===== src/logic/dac_pkg.sv =====
// shared constants, types and helpers for the dma address and cycle control block
package dac_pkg;
    localparam logic [9:0] DAC_INDEX_PORT = 10'h0ec;
    localparam logic [9:0] DAC_DATA_PORT  = 10'h0ed;
    localparam logic [7:0] DAC_CTL_INDEX  = 8'h08;
    localparam logic [9:0] DAC_PAGE_BASE  = 10'h080;
    localparam logic [9:0] DAC_PAGE_MASK  = 10'h3f0;
    localparam logic [7:0] DAC_CTL_RESET  = 8'h38;
    localparam int         DAC_EXT_BIT    = 7;
    localparam int         DAC_HALF_BIT   = 6;
    localparam int         DAC_WS8_LSB    = 4;
    localparam int         DAC_WS16_LSB   = 2;
    localparam int         DAC_CLKSEL_BIT = 1;
    localparam int         DAC_MEMR_BIT   = 0;
    localparam logic [3:0] DAC_REFRESH_PG = 4'hf;
    localparam logic [2:0] DAC_BASE_CLKS  = 3'h2;

    typedef struct packed {
        logic [9:0] addr;
        logic       wr;
        logic       rd;
        logic [7:0] wdata;
    } dac_io_req_t;

    typedef struct packed {
        logic       active;
        logic       word;
        logic [2:0] chan;
        logic [7:0] lo;
        logic [7:0] db;
        logic       adstb;
        logic       memr_n;
        logic       cmd_start;
        logic       cascade_ack;
    } dac_core_t;

    typedef enum logic [1:0] {
        DAC_ARB_IDLE = 2'b00,
        DAC_ARB_DMA  = 2'b01,
        DAC_ARB_REF  = 2'b10
    } dac_arb_state_t;

    // command active clocks per wait-select code
    function automatic logic [2:0] dac_cmd_clks(input logic [1:0] code);
        case (code)
            2'b00:   dac_cmd_clks = 3'h2;
            2'b01:   dac_cmd_clks = 3'h4;
            default: dac_cmd_clks = 3'h3;
        endcase
    endfunction

    // channel number to page slot
    function automatic logic [3:0] dac_page_slot(input logic [2:0] chan);
        case (chan)
            3'h0:    dac_page_slot = 4'h7;
            3'h1:    dac_page_slot = 4'h3;
            3'h2:    dac_page_slot = 4'h1;
            3'h3:    dac_page_slot = 4'h2;
            3'h5:    dac_page_slot = 4'hb;
            3'h6:    dac_page_slot = 4'h9;
            3'h7:    dac_page_slot = 4'ha;
            default: dac_page_slot = 4'h0;
        endcase
    endfunction
endpackage


===== src/logic/dac_wait_ctrl.sv =====
// forced wait states and channel-ready merge feeding both dma cores
`timescale 1ns/1ps
module dac_wait_ctrl
    import dac_pkg::*;
(
    input  wire logic       mclk,
    input  wire logic       rst_sync_n,
    input  wire logic       dma_tick,
    input  wire logic       cmd_start,
    input  wire logic       word,
    input  wire logic [1:0] ws8,
    input  wire logic [1:0] ws16,
    input  wire logic       chan_ready_s,
    output logic            core_ready
);
    logic [2:0] waits_reg;
    logic [2:0] waits_next;
    wire  [1:0] ws_code = word ? ws16 : ws8;
    wire  [2:0] load    = dac_cmd_clks(ws_code) - DAC_BASE_CLKS;

    always_comb
    begin
        waits_next = waits_reg;
        if (cmd_start)
            waits_next = load;
        else if (dma_tick && waits_reg != 3'h0)
            waits_next = waits_reg - 3'h1;
    end

    always_ff @(posedge mclk or negedge rst_sync_n)
    begin
        if (!rst_sync_n)
            waits_reg <= 3'h0;
        else
            waits_reg <= waits_next;
    end

    // one ready source for both cores; a late ready rise costs one more wait
    assign core_ready = (waits_reg == 3'h0) && !cmd_start && chan_ready_s;
endmodule


===== src/logic/dac_hold_arb.sv =====
// hold request arbiter between the second dma controller and refresh
`timescale 1ns/1ps
module dac_hold_arb
    import dac_pkg::*;
(
    input  wire logic mclk,
    input  wire logic rst_sync_n,
    input  wire logic dma2_hold_request,
    input  wire logic refresh_out,
    input  wire logic refresh_done,
    input  wire logic hold_ack,
    output logic      hold_req,
    output logic      dma_grant,
    output logic      refresh_grant
);
    dac_arb_state_t state_reg;
    dac_arb_state_t state_next;
    logic           ref_prev_reg;
    logic           ref_pend_reg;
    wire            ref_rise = refresh_out && !ref_prev_reg;
    // a new rise wins over the clear from the finishing refresh
    wire            ref_pend_next = ref_rise || (ref_pend_reg && !refresh_done);

    always_comb
    begin
        state_next = state_reg;
        case (state_reg)
            DAC_ARB_IDLE:
                if (hold_ack && dma2_hold_request)
                    state_next = DAC_ARB_DMA;
                else if (hold_ack && ref_pend_reg)
                    state_next = DAC_ARB_REF;
            DAC_ARB_DMA:
                if (!dma2_hold_request)
                    state_next = ref_pend_reg ? DAC_ARB_REF : DAC_ARB_IDLE;
            DAC_ARB_REF:
                if (!ref_pend_next)
                    state_next = dma2_hold_request ? DAC_ARB_DMA : DAC_ARB_IDLE;
            default:
                state_next = DAC_ARB_IDLE;
        endcase
    end

    always_ff @(posedge mclk or negedge rst_sync_n)
    begin
        if (!rst_sync_n)
        begin
            state_reg    <= DAC_ARB_IDLE;
            ref_prev_reg <= 1'b0;
            ref_pend_reg <= 1'b0;
        end
        else
        begin
            state_reg    <= state_next;
            ref_prev_reg <= refresh_out;
            ref_pend_reg <= ref_pend_next;
        end
    end

    assign hold_req      = dma2_hold_request || ref_pend_reg || state_reg != DAC_ARB_IDLE;
    assign dma_grant     = state_reg == DAC_ARB_DMA;
    assign refresh_grant = state_reg == DAC_ARB_REF;
endmodule


===== src/logic/dac_top.sv =====
// dma address generation, cycle control and hold arbitration top
`timescale 1ns/1ps
module dac_top
    import dac_pkg::*;
(
    input  wire logic                 mclk,
    input  wire logic                 rst_n,
    input  wire dac_pkg::dac_io_req_t io_req,
    output logic [7:0]                io_rdata,
    input  wire dac_pkg::dac_core_t   core,
    output logic                      core_ready,
    output logic                      dma_tick,
    input  wire logic                 chan_ready,
    input  wire logic                 refresh_active,
    input  wire logic                 refresh_out,
    input  wire logic                 refresh_done,
    input  wire logic                 dma2_hold_request,
    input  wire logic                 hold_ack,
    output logic                      hold_req,
    output logic                      dma_grant,
    output logic                      refresh_grant,
    output logic [25:0]               addr_out,
    output logic                      addr_oe,
    output logic                      sbhe_n_out,
    output logic [3:0]                be_n_out,
    output logic                      memr_n_out,
    output logic                      cmd_oe,
    output logic                      data_oe
);
    logic        rst_meta_reg;
    logic        rst_sync_n;
    logic        rdy_meta_reg;
    logic        rdy_sync_reg;
    logic [7:0]  index_reg;
    logic [7:0]  ctl_reg;
    logic [7:0]  ctl_next;
    logic [9:0]  page_mem [16];
    logic [7:0]  mid_reg;
    logic        tick_reg;
    logic        memr_d_reg;
    logic [7:0]  rdata_next;
    logic [25:0] addr_next;
    logic [25:0] addr_reg;
    logic        oe_reg;
    logic        sbhe_n_reg;
    logic [3:0]  be_n_reg;
    logic        sbhe_n_next;
    logic [3:0]  be_n_next;

    always_ff @(posedge mclk or negedge rst_n)
    begin
        if (!rst_n)
        begin
            rst_meta_reg <= 1'b0;
            rst_sync_n   <= 1'b0;
        end
        else
        begin
            rst_meta_reg <= 1'b1;
            rst_sync_n   <= rst_meta_reg;
        end
    end

    // channel ready comes from the slot
    always_ff @(posedge mclk or negedge rst_sync_n)
    begin
        if (!rst_sync_n)
        begin
            rdy_meta_reg <= 1'b1;
            rdy_sync_reg <= 1'b1;
        end
        else
        begin
            rdy_meta_reg <= chan_ready;
            rdy_sync_reg <= rdy_meta_reg;
        end
    end

    // register decode
    wire       ext_en      = ctl_reg[DAC_EXT_BIT];
    wire       half_sel    = ctl_reg[DAC_HALF_BIT] & ext_en;
    wire       clk_sel     = ctl_reg[DAC_CLKSEL_BIT];
    wire       delay_off   = ctl_reg[DAC_MEMR_BIT];
    wire       idx_wr      = io_req.wr && io_req.addr == DAC_INDEX_PORT;
    wire       ctl_hit     = io_req.addr == DAC_DATA_PORT && index_reg == DAC_CTL_INDEX;
    wire       ctl_wr      = io_req.wr && ctl_hit;
    wire       page_hit    = (io_req.addr & DAC_PAGE_MASK) == DAC_PAGE_BASE;
    wire       page_wr     = io_req.wr && page_hit;
    wire [3:0] page_idx    = io_req.addr[3:0];
    wire [9:0] page_rd     = page_mem[page_idx];

    always_comb
    begin
        ctl_next = ctl_reg;
        if (ctl_wr)
            ctl_next = io_req.wdata;
        if (!ctl_next[DAC_EXT_BIT])
            ctl_next[DAC_HALF_BIT] = 1'b0;
        else if (page_wr)
            ctl_next[DAC_HALF_BIT] = ~half_sel;
    end

    always_comb
    begin
        rdata_next = 8'h00;
        if (io_req.rd && io_req.addr == DAC_INDEX_PORT)
            rdata_next = index_reg;
        else if (io_req.rd && ctl_hit)
            rdata_next = {ext_en, half_sel, ctl_reg[5:0]};
        else if (io_req.rd && page_hit)
            rdata_next = half_sel ? {6'h00, page_rd[9:8]} : page_rd[7:0];
    end

    always_ff @(posedge mclk or negedge rst_sync_n)
    begin
        if (!rst_sync_n)
        begin
            index_reg <= 8'h00;
            ctl_reg   <= DAC_CTL_RESET;
            io_rdata  <= 8'h00;
        end
        else
        begin
            if (idx_wr)
                index_reg <= io_req.wdata;
            ctl_reg  <= ctl_next;
            io_rdata <= rdata_next;
        end
    end

    // page store; spare slots are plain cpu storage
    always_ff @(posedge mclk)
    begin
        if (page_wr && half_sel)
            page_mem[page_idx][9:8] <= io_req.wdata[1:0];
        else if (page_wr)
            page_mem[page_idx][7:0] <= io_req.wdata;
    end

    // middle address latch, loaded only by the S1 strobe
    always_ff @(posedge mclk or negedge rst_sync_n)
    begin
        if (!rst_sync_n)
            mid_reg <= 8'h00;
        else if (core.adstb)
            mid_reg <= core.db;
    end

    // dma clock rate as a tick; gating mclk itself would skew the cores
    always_ff @(posedge mclk or negedge rst_sync_n)
    begin
        if (!rst_sync_n)
            tick_reg <= 1'b0;
        else
            tick_reg <= ~tick_reg;
    end
    assign dma_tick = clk_sel | tick_reg;

    // address assembly; page never receives a carry from the lower parts
    wire [9:0] pg_raw  = page_mem[dac_page_slot(core.chan)];
    wire [9:0] pg_dma  = {pg_raw[9:8] & {2{ext_en}}, pg_raw[7:0]};
    wire [9:0] pg_ref  = page_mem[DAC_REFRESH_PG];

    always_comb
    begin
        addr_next   = 26'h0000000;
        sbhe_n_next = 1'b1;
        be_n_next   = 4'hf;
        if (refresh_active)
            addr_next[25:17] = {pg_ref[9:8] & {2{ext_en}}, pg_ref[7:1]};
        else if (core.word)
        begin
            addr_next   = {pg_dma[9:1], mid_reg, core.lo, 1'b0};
            sbhe_n_next = 1'b0;
            be_n_next   = core.lo[0] ? 4'h3 : 4'hc;
        end
        else
        begin
            addr_next   = {pg_dma, mid_reg, core.lo};
            sbhe_n_next = ~addr_next[0];
            be_n_next   = ~(4'h1 << core.lo[1:0]);
        end
    end

    // cascade acknowledge keeps the address, data and commands off
    wire drive_next = (core.active || refresh_active) && !core.cascade_ack;

    always_ff @(posedge mclk or negedge rst_sync_n)
    begin
        if (!rst_sync_n)
        begin
            addr_reg   <= 26'h0000000;
            oe_reg     <= 1'b0;
            sbhe_n_reg <= 1'b1;
            be_n_reg   <= 4'hf;
        end
        else
        begin
            addr_reg   <= addr_next;
            oe_reg     <= drive_next;
            sbhe_n_reg <= sbhe_n_next;
            be_n_reg   <= be_n_next;
        end
    end

    assign addr_out   = addr_reg;
    assign addr_oe    = oe_reg;
    assign cmd_oe     = oe_reg;
    assign data_oe    = oe_reg && !refresh_active;
    assign sbhe_n_out = sbhe_n_reg;
    assign be_n_out   = be_n_reg;

    // read strobe: falling edge held back one dma tick, rising edge untouched
    always_ff @(posedge mclk or negedge rst_sync_n)
    begin
        if (!rst_sync_n)
            memr_d_reg <= 1'b1;
        else if (dma_tick || core.memr_n)
            memr_d_reg <= core.memr_n;
    end
    assign memr_n_out = core.memr_n | (memr_d_reg & ~delay_off);

    dac_wait_ctrl u_wait (
        .mclk         (mclk),
        .rst_sync_n   (rst_sync_n),
        .dma_tick     (dma_tick),
        .cmd_start    (core.cmd_start),
        .word         (core.word),
        .ws8          (ctl_reg[DAC_WS8_LSB +: 2]),
        .ws16         (ctl_reg[DAC_WS16_LSB +: 2]),
        .chan_ready_s (rdy_sync_reg),
        .core_ready   (core_ready)
    );

    dac_hold_arb u_arb (
        .mclk              (mclk),
        .rst_sync_n        (rst_sync_n),
        .dma2_hold_request (dma2_hold_request),
        .refresh_out       (refresh_out),
        .refresh_done      (refresh_done),
        .hold_ack          (hold_ack),
        .hold_req          (hold_req),
        .dma_grant         (dma_grant),
        .refresh_grant     (refresh_grant)
    );

    property p_top_zero;
        @(posedge mclk) disable iff (!rst_sync_n)
        (!ext_en && !refresh_active && core.active) |=> (addr_out[25:24] == 2'b00);
    endproperty
    a_top_zero: assert property (p_top_zero) else $error("top address bits driven while extension off");

    property p_half_read;
        @(posedge mclk) disable iff (!rst_sync_n)
        (io_req.rd && ctl_hit && !ext_en) |=> (io_rdata[DAC_HALF_BIT] == 1'b0);
    endproperty
    a_half_read: assert property (p_half_read) else $error("half-select read nonzero without extension");

    property p_half_flip;
        @(posedge mclk) disable iff (!rst_sync_n)
        (page_wr && ext_en && !ctl_wr) |=> (half_sel != $past(half_sel));
    endproperty
    a_half_flip: assert property (p_half_flip) else $error("page write did not flip half-select");

    property p_mid_load;
        @(posedge mclk) disable iff (!rst_sync_n)
        core.adstb |=> (mid_reg == $past(core.db)) ##1 (!core.word && !refresh_active
            ? addr_out[15:8] == $past(mid_reg) : 1'b1);
    endproperty
    a_mid_load: assert property (p_mid_load) else $error("middle latch not loaded or not driven");

    property p_word_sbhe;
        @(posedge mclk) disable iff (!rst_sync_n)
        (core.word && !refresh_active) |=> (sbhe_n_out == 1'b0 && addr_out[0] == 1'b0);
    endproperty
    a_word_sbhe: assert property (p_word_sbhe) else $error("word cycle high-byte-enable or bit 0 not low");

    property p_cascade_off;
        @(posedge mclk) disable iff (!rst_sync_n)
        core.cascade_ack [*2] |-> (!addr_oe && !cmd_oe && !data_oe);
    endproperty
    a_cascade_off: assert property (p_cascade_off) else $error("bus driven during cascade acknowledge");

    property p_memr_delay;
        @(posedge mclk) disable iff (!rst_sync_n)
        ($fell(core.memr_n) && !delay_off) |-> memr_n_out;
    endproperty
    a_memr_delay: assert property (p_memr_delay) else $error("read strobe fell without delay");

    property p_fast_clk;
        @(posedge mclk) disable iff (!rst_sync_n)
        (!clk_sel && dma_tick) |=> (clk_sel || !dma_tick);
    endproperty
    a_fast_clk: assert property (p_fast_clk) else $error("dma tick rate wrong for clock select");

    property p_ref_hold;
        @(posedge mclk) disable iff (!rst_sync_n)
        $rose(refresh_out) |-> ##[1:2] hold_req;
    endproperty
    a_ref_hold: assert property (p_ref_hold) else $error("refresh rise gave no hold request");
endmodule


===== config.mk =====
export PLATFORM = sky130hd
export DESIGN_NAME = dac_top
export DESIGN_NICKNAME = d
export VERILOG_FILES = /design/src/logic/dac_pkg.sv /design/src/logic/dac_wait_ctrl.sv /design/src/logic/dac_hold_arb.sv /design/src/logic/dac_top.sv
export SDC_FILE = /design/constraint.sdc
export NUM_CORES = 1
export LEC_CHECK = 0
export BUFFER_PORTS_ARGS = -buffer_cell sky130_fd_sc_hd__buf_2
export CORE_AREA = 2 2 147 149
export DETAILED_ROUTE_END_ITERATION = 8
export DIE_AREA = 0 0 149 151
export GPL_TIMING_DRIVEN = 0
export HOLD_SLACK_MARGIN = 0.06
export PLACE_DENSITY_LB_ADDON = 0.1
export SLEW_MARGIN = 15
export SYNTH_ARGS = -nofsm -noshare
export SYNTH_HDL_FRONTEND = slang
export SYNTH_SLANG_ARGS = --single-unit

===== constraint.sdc =====
create_clock -name mclk -period 3.5 [get_ports mclk]
set_clock_uncertainty 0.2 [all_clocks]
set_input_delay 0.35 -clock mclk [delete_from_list [all_inputs] [get_ports mclk]]
set_output_delay 0.35 -clock mclk [all_outputs]
set_load 0.005 [all_outputs]

Word-level counts from Yosys, hierarchy flattened
Memories as Yosys holds them, arrays and structs flattened.
Cells that the tools add are included.

storage, ports and cells
  flip-flop bits (word level) = 77
  latch bits = 0
  memory bits (writable) = 160
  bits in read-only memories = 0
  output and inout bits = 48
  word-level logic and storage cells = 119
  memories = 1

memory list
  memory    depth  width  rd ports  clocked after Yosys merged registers in  wr ports  line           text
  page_mem  16     10     3         0                                        1         dac_top.sv:37  logic [9:0] page_mem [16];

operators by class
  $add $sub $neg = 2
  $mul = 0
  divide/modulo/power cells = 0
  order comparisons = 0
  eq/ne operators = 17
  shift operators = 1
  muxes and demuxes = 32
  bitwise logic cells = 11
  reductions and logical operators = 35

operator list
  operator                                               number
  two-way mux 8 bit                                      5
  two-way mux 17 bit                                     2
  one-hot mux 4 bit (7 select lines)                     1
  equality test 10 x 8 -> 1 bit, second input constant   2
  logical AND 1 bit                                      17
  two-way mux 2 bit                                      6
  two-way mux 4 bit                                      3
  two-way mux 1 bit                                      10
  equality test 3 bit, second input constant             3
  two-way mux 9 bit                                      1
  equality test 8 x 4 -> 1 bit, second input constant    1
  equality test 3 x 2 -> 1 bit, second input constant    2
  equality test 6 x 4 -> 1 bit, second input constant    1
  logical NOT 3 bit                                      2
  two-way mux 3 bit                                      2
  inequality test 3 x 1 -> 1 bit, second input constant  2
  one-hot mux 2 bit (3 select lines)                     1
  one-hot mux 3 bit (2 select lines)                     1
  logical NOT 1 bit                                      5
  logical OR 1 bit                                       5
  AND 2 bit                                              2
  equality test 2 x 1 -> 1 bit, second input constant    2
  logical NOT 2 bit                                      2
  inequality test 2 bit, second input constant           2
  other kinds (12)                                       18

Logic depth before layout (Yosys ltp)
  depth in word-level cells = 6
  depth in mapped cells = 8
  mapped depth without buffers = 6

Modules after synthesis
From an unflattened synthesis, not the netlist that was laid out.

unflattened totals
  cell total of the unflattened synthesis = 674
  area total of the unflattened synthesis = 10,198.5 um^2

modules (own cells, without submodules)
  module         instances  cells an instance  area each (um^2)
  dac_top        1          633                9,788.1
  dac_wait_ctrl  1          25                 237.7
  dac_hold_arb   1          16                 172.7

Least setup slack after synthesis
No wires, ideal clock.

  kind = input to register
  start = in io_req[10] (netlist name)
  end = mem page_mem[3][0], enable pin
  setup time = 0.383 ns
  arrival = 2.003 ns
  data required time = 2.917 ns
  slack = 0.914 ns
  stages on the path = 6
  buffers on the path = 3
  path through = buf_6 > buf_2 > buf_2 > nand2_1 > or3_1 > nor3_1

RTL lines
  element             line           text
  start: declaration  dac_top.sv:8   input wire dac_pkg::dac_io_req_t io_req,
  end: declaration    dac_top.sv:37

Straight into the memory's write port.

Final worst setup path
  start = in io_req[10] (netlist name)
  end = mem page_mem[11][5], enable pin

Straight into the memory's write port.

==> results.cfg <==
[detailed_routing]
detail-route-antenna-nets = 0
wl_per_cell_um = 23.9
dr.pass1.iters = 7
dr_total_vias = 6411
vias_per_cell = 5.85
drt-initial-drc-count = 494
drc = 0
wl_um = 26200

[power]
p_sw_mw = 1.38
power_frac_seq_pct = 47.8
p_sw_share_pct = 21.5
ir_drop_mv = 0.414
power.internal_mw = 5.05
clock_power_share_pct = 44.9
p_comb_share_pct = 7.2
leakage_nw = 4.79
power_density_nw_per_um2 = 517

[worst_setup_path]
r2r_cells = 3
crit_fanout = 10
cpMostUsedCell = buf_2
start_kind = input port
path_depth = 6
path_cells = buf_6, buf_2, buf_2, nand2_1, or3_1, nor2_1
slowest_delay_ns = 0.88
cp_data_required_time_ns = 3.45
path_class = in2reg
cp_slowest_cell = nor2_1
cp.arrival_ns = 2.73
end_kind = register
worst-path-buf-inv = 3
critical_path.top_delay_family = simple AND/OR/NAND/NOR gates

[flow_run]
drv_cap = 0

[synthesis]
syn_area_um2 = 10300
synthSimpleGateAreaFrac_pct = 7.82
yosysWarnings = 0
synth_top_family_by_area = multiplexers
synth_xor_area_share_pct = 0.171
synth_ff_type = edfxtp_1
avgSynthCellArea_um2 = 16.1
yosysSeqAreaShare_pct = 65.8
synthMuxAreaShare_pct = 17.8
synth_fa_ha_area_share_pct = 0.244
syn-num-nets = 690
synth_edf_count = 160
async_reset_ff_share_pct = 32.5
ys_ff_latch = 237
synthCells = 635
synth_compound_area_share_pct = 5.34
ys_types = 60

[floorplanning]
die_x_um = 149
start_util_pct = 49.2
die_y_um = 151
io_pins = 101
die_area_um2 = 22500
core_um2 = 20800
rows = 53

[cells_and_area]
post-route-util_pct = 59.8
top_register = page_mem
mostFrequentLayoutCells = 160 x edfxtp_1, 111 x buf_2, 65 x dfrtp_1
finalNetCount = 855
area_growth_pct = 21.4
stdcell_count = 1095
fillCellCount = 1612
largest_reg_flops = 160
diodes = 0
drive_gt1_share_pct = 31.0
final_common_cell = edfxtp_1

[clocking]
clock_latency_ns = 0.53
cts_made_buffers = 26
clock_path_buffers = 3
tritoncts = built
clock_sinks = 237
clk_pin_slew_worst_paths_ns = 0.06
root_buffer = clkbuf_16
cts_max_level = 1
cts_post_setup_buffers_inserted = 0

[timing]
finalMaxSlewViolations = 0
max_freq_mhz = 359
worst_slew_pin_slew_ns = 1.16
finalHoldViolCount = 0
fin_crit_sh_pct = 79.5
rsz0062_at_grt = no
relSlewSlack_pct = 22.7
setup_viol = 0
period_needed_ns = 2.78

[grt]
grtUsageTotal_pct = 24.0
antenna_found_initial = 1
grt_max_degree = 45
grt_pass1_wl_um = 39200
overflow = 0
grt_pass1_vias = 6555

[placement]
io_buffers = 93
post-dp-hpwl_um = 17700
place_congestion = 0.882
placed_cells = 1008

[run_status]
status = finished clean

[hold_path]
hold_class = reg2async
==> layout make-up <==
class	instances	area (um2)	share of cell area, %
sequential	237	6750	54.2
multi-input combinational	343	3240	26.0
timing repair buffer	137	913	7.34
clock buffer	30	697	5.60
tap	275	344	2.76
buffer	38	225	1.81
clock inverter	18	214	1.72
inverter	17	63.8	0.513
==> worst register-to-register path: cells and delay by family, from the launching register on <==
family,cells,cell delay (ns)
flip-flops,1,0.46
AND/OR/NAND/NOR,3,1.68
==> per-layer routing <==
metal	GRT usage, %	wire [um]	vias to the layer above
met5	0	0	-
met4	8.81	882	0
met3	5.21	2250	66
met2	39.5	12600	328
met1	31.9	10500	3219
li1	-	-	2798
==> synthesized netlist by cell type (3+ instances only) <==
cell type	number	share of area, %
buf_2	18	0.88
o21ai_1	7	0.34
or3_1	11	0.67
o21a_1	3	0.22
clkbuf_1	10	0.37
nor3_1	7	0.34
edfxtp_1	160	47
nor2b_1	12	0.73
mux2_2	15	1.6
nor2_1	52	1.9
dfstp_2	11	2.8
nand2b_1	12	0.73
and3_1	8	0.49
a222oi_1	7	0.68
o21ai_0	6	0.29
inv_1	11	0.40
a21oi_1	19	0.93
nand3_1	6	0.29
a22oi_1	8	0.59
mux4_2	48	11
a21o_1	4	0.29
mux2i_1	22	2.1
dfrtp_1	66	16
a31oi_1	3	0.18
nand2_1	23	0.84
buf_6	6	0.66
and2_1	5	0.31
a211oi_1	3	0.22
clkinv_1	6	0.22
mux4_1	7	1.8
o31ai_1	7	0.51
mux2_1	15	1.6
==> per-stage QoR <==
stage          hold WS, ns  power [mW]  setup slack (ns)  instance area, um2  TNS, ns
3_5_place_dp       -0.0626        3.56            0.0864               11100        0
3_3_place_gp       -0.0652        3.55            -0.213               11100    -2.25
2_1_floorplan       -0.146        3.37             0.914               10300        0
5_1_grt              0.138        6.64             0.614               12400        0
4_1_cts              0.123        6.47             0.636               12400        0
6_report             0.101        6.43             0.717               12400        0
==> path summary, 6_finish.rpt <==
kind                       startpoint              end  slack, ns
setup / recovery           io_req[10]  page_mem[11][5]       0.72
max in group asynchronous  rst_sync_n       ctl_reg[5]       2.34
hold / removal             rst_sync_n     addr_out[15]       0.10
hold reg to reg            rst_sync_n     addr_out[15]       0.10
min in group mclk             core[3]       mid_reg[0]       0.15
setup reg to reg           ctl_reg[7]  page_mem[10][5]       0.78
==> timing repair <==
action                     in CTS  in global routing
setup endpoints to repair       0                  0
gates resized for setup         0                  0
hold endpoints to repair      137                  0
hold buffers                   39                  0
==> power by group through the flow <==
stage / Sequential (mW) / Combinational (mW) / Clock [mW]
detailed placement: 3.13 / 0.427 / 0
floorplan: 3.14 / 0.235 / 0
finish: 3.08 / 0.465 / 2.89
global route: 3.08 / 0.503 / 3.06
global placement: 3.14 / 0.406 / 0
CTS: 3.08 / 0.465 / 2.93
==> cell families (layout without fill, tap and decap cells) <==
family | after synthesis | in the layout
AOI/OAI and AO/OA | 79 | 79
xor gates and xnor gates | 2 | 2
adders and majority gates | 2 | 2
buffers and inverters | 55 | 240
DFF | 237 | 237
muxes | 107 | 107
other | 1 | 1
and+or+nand+nor | 152 | 152
(Power assumes the default switching activity.)
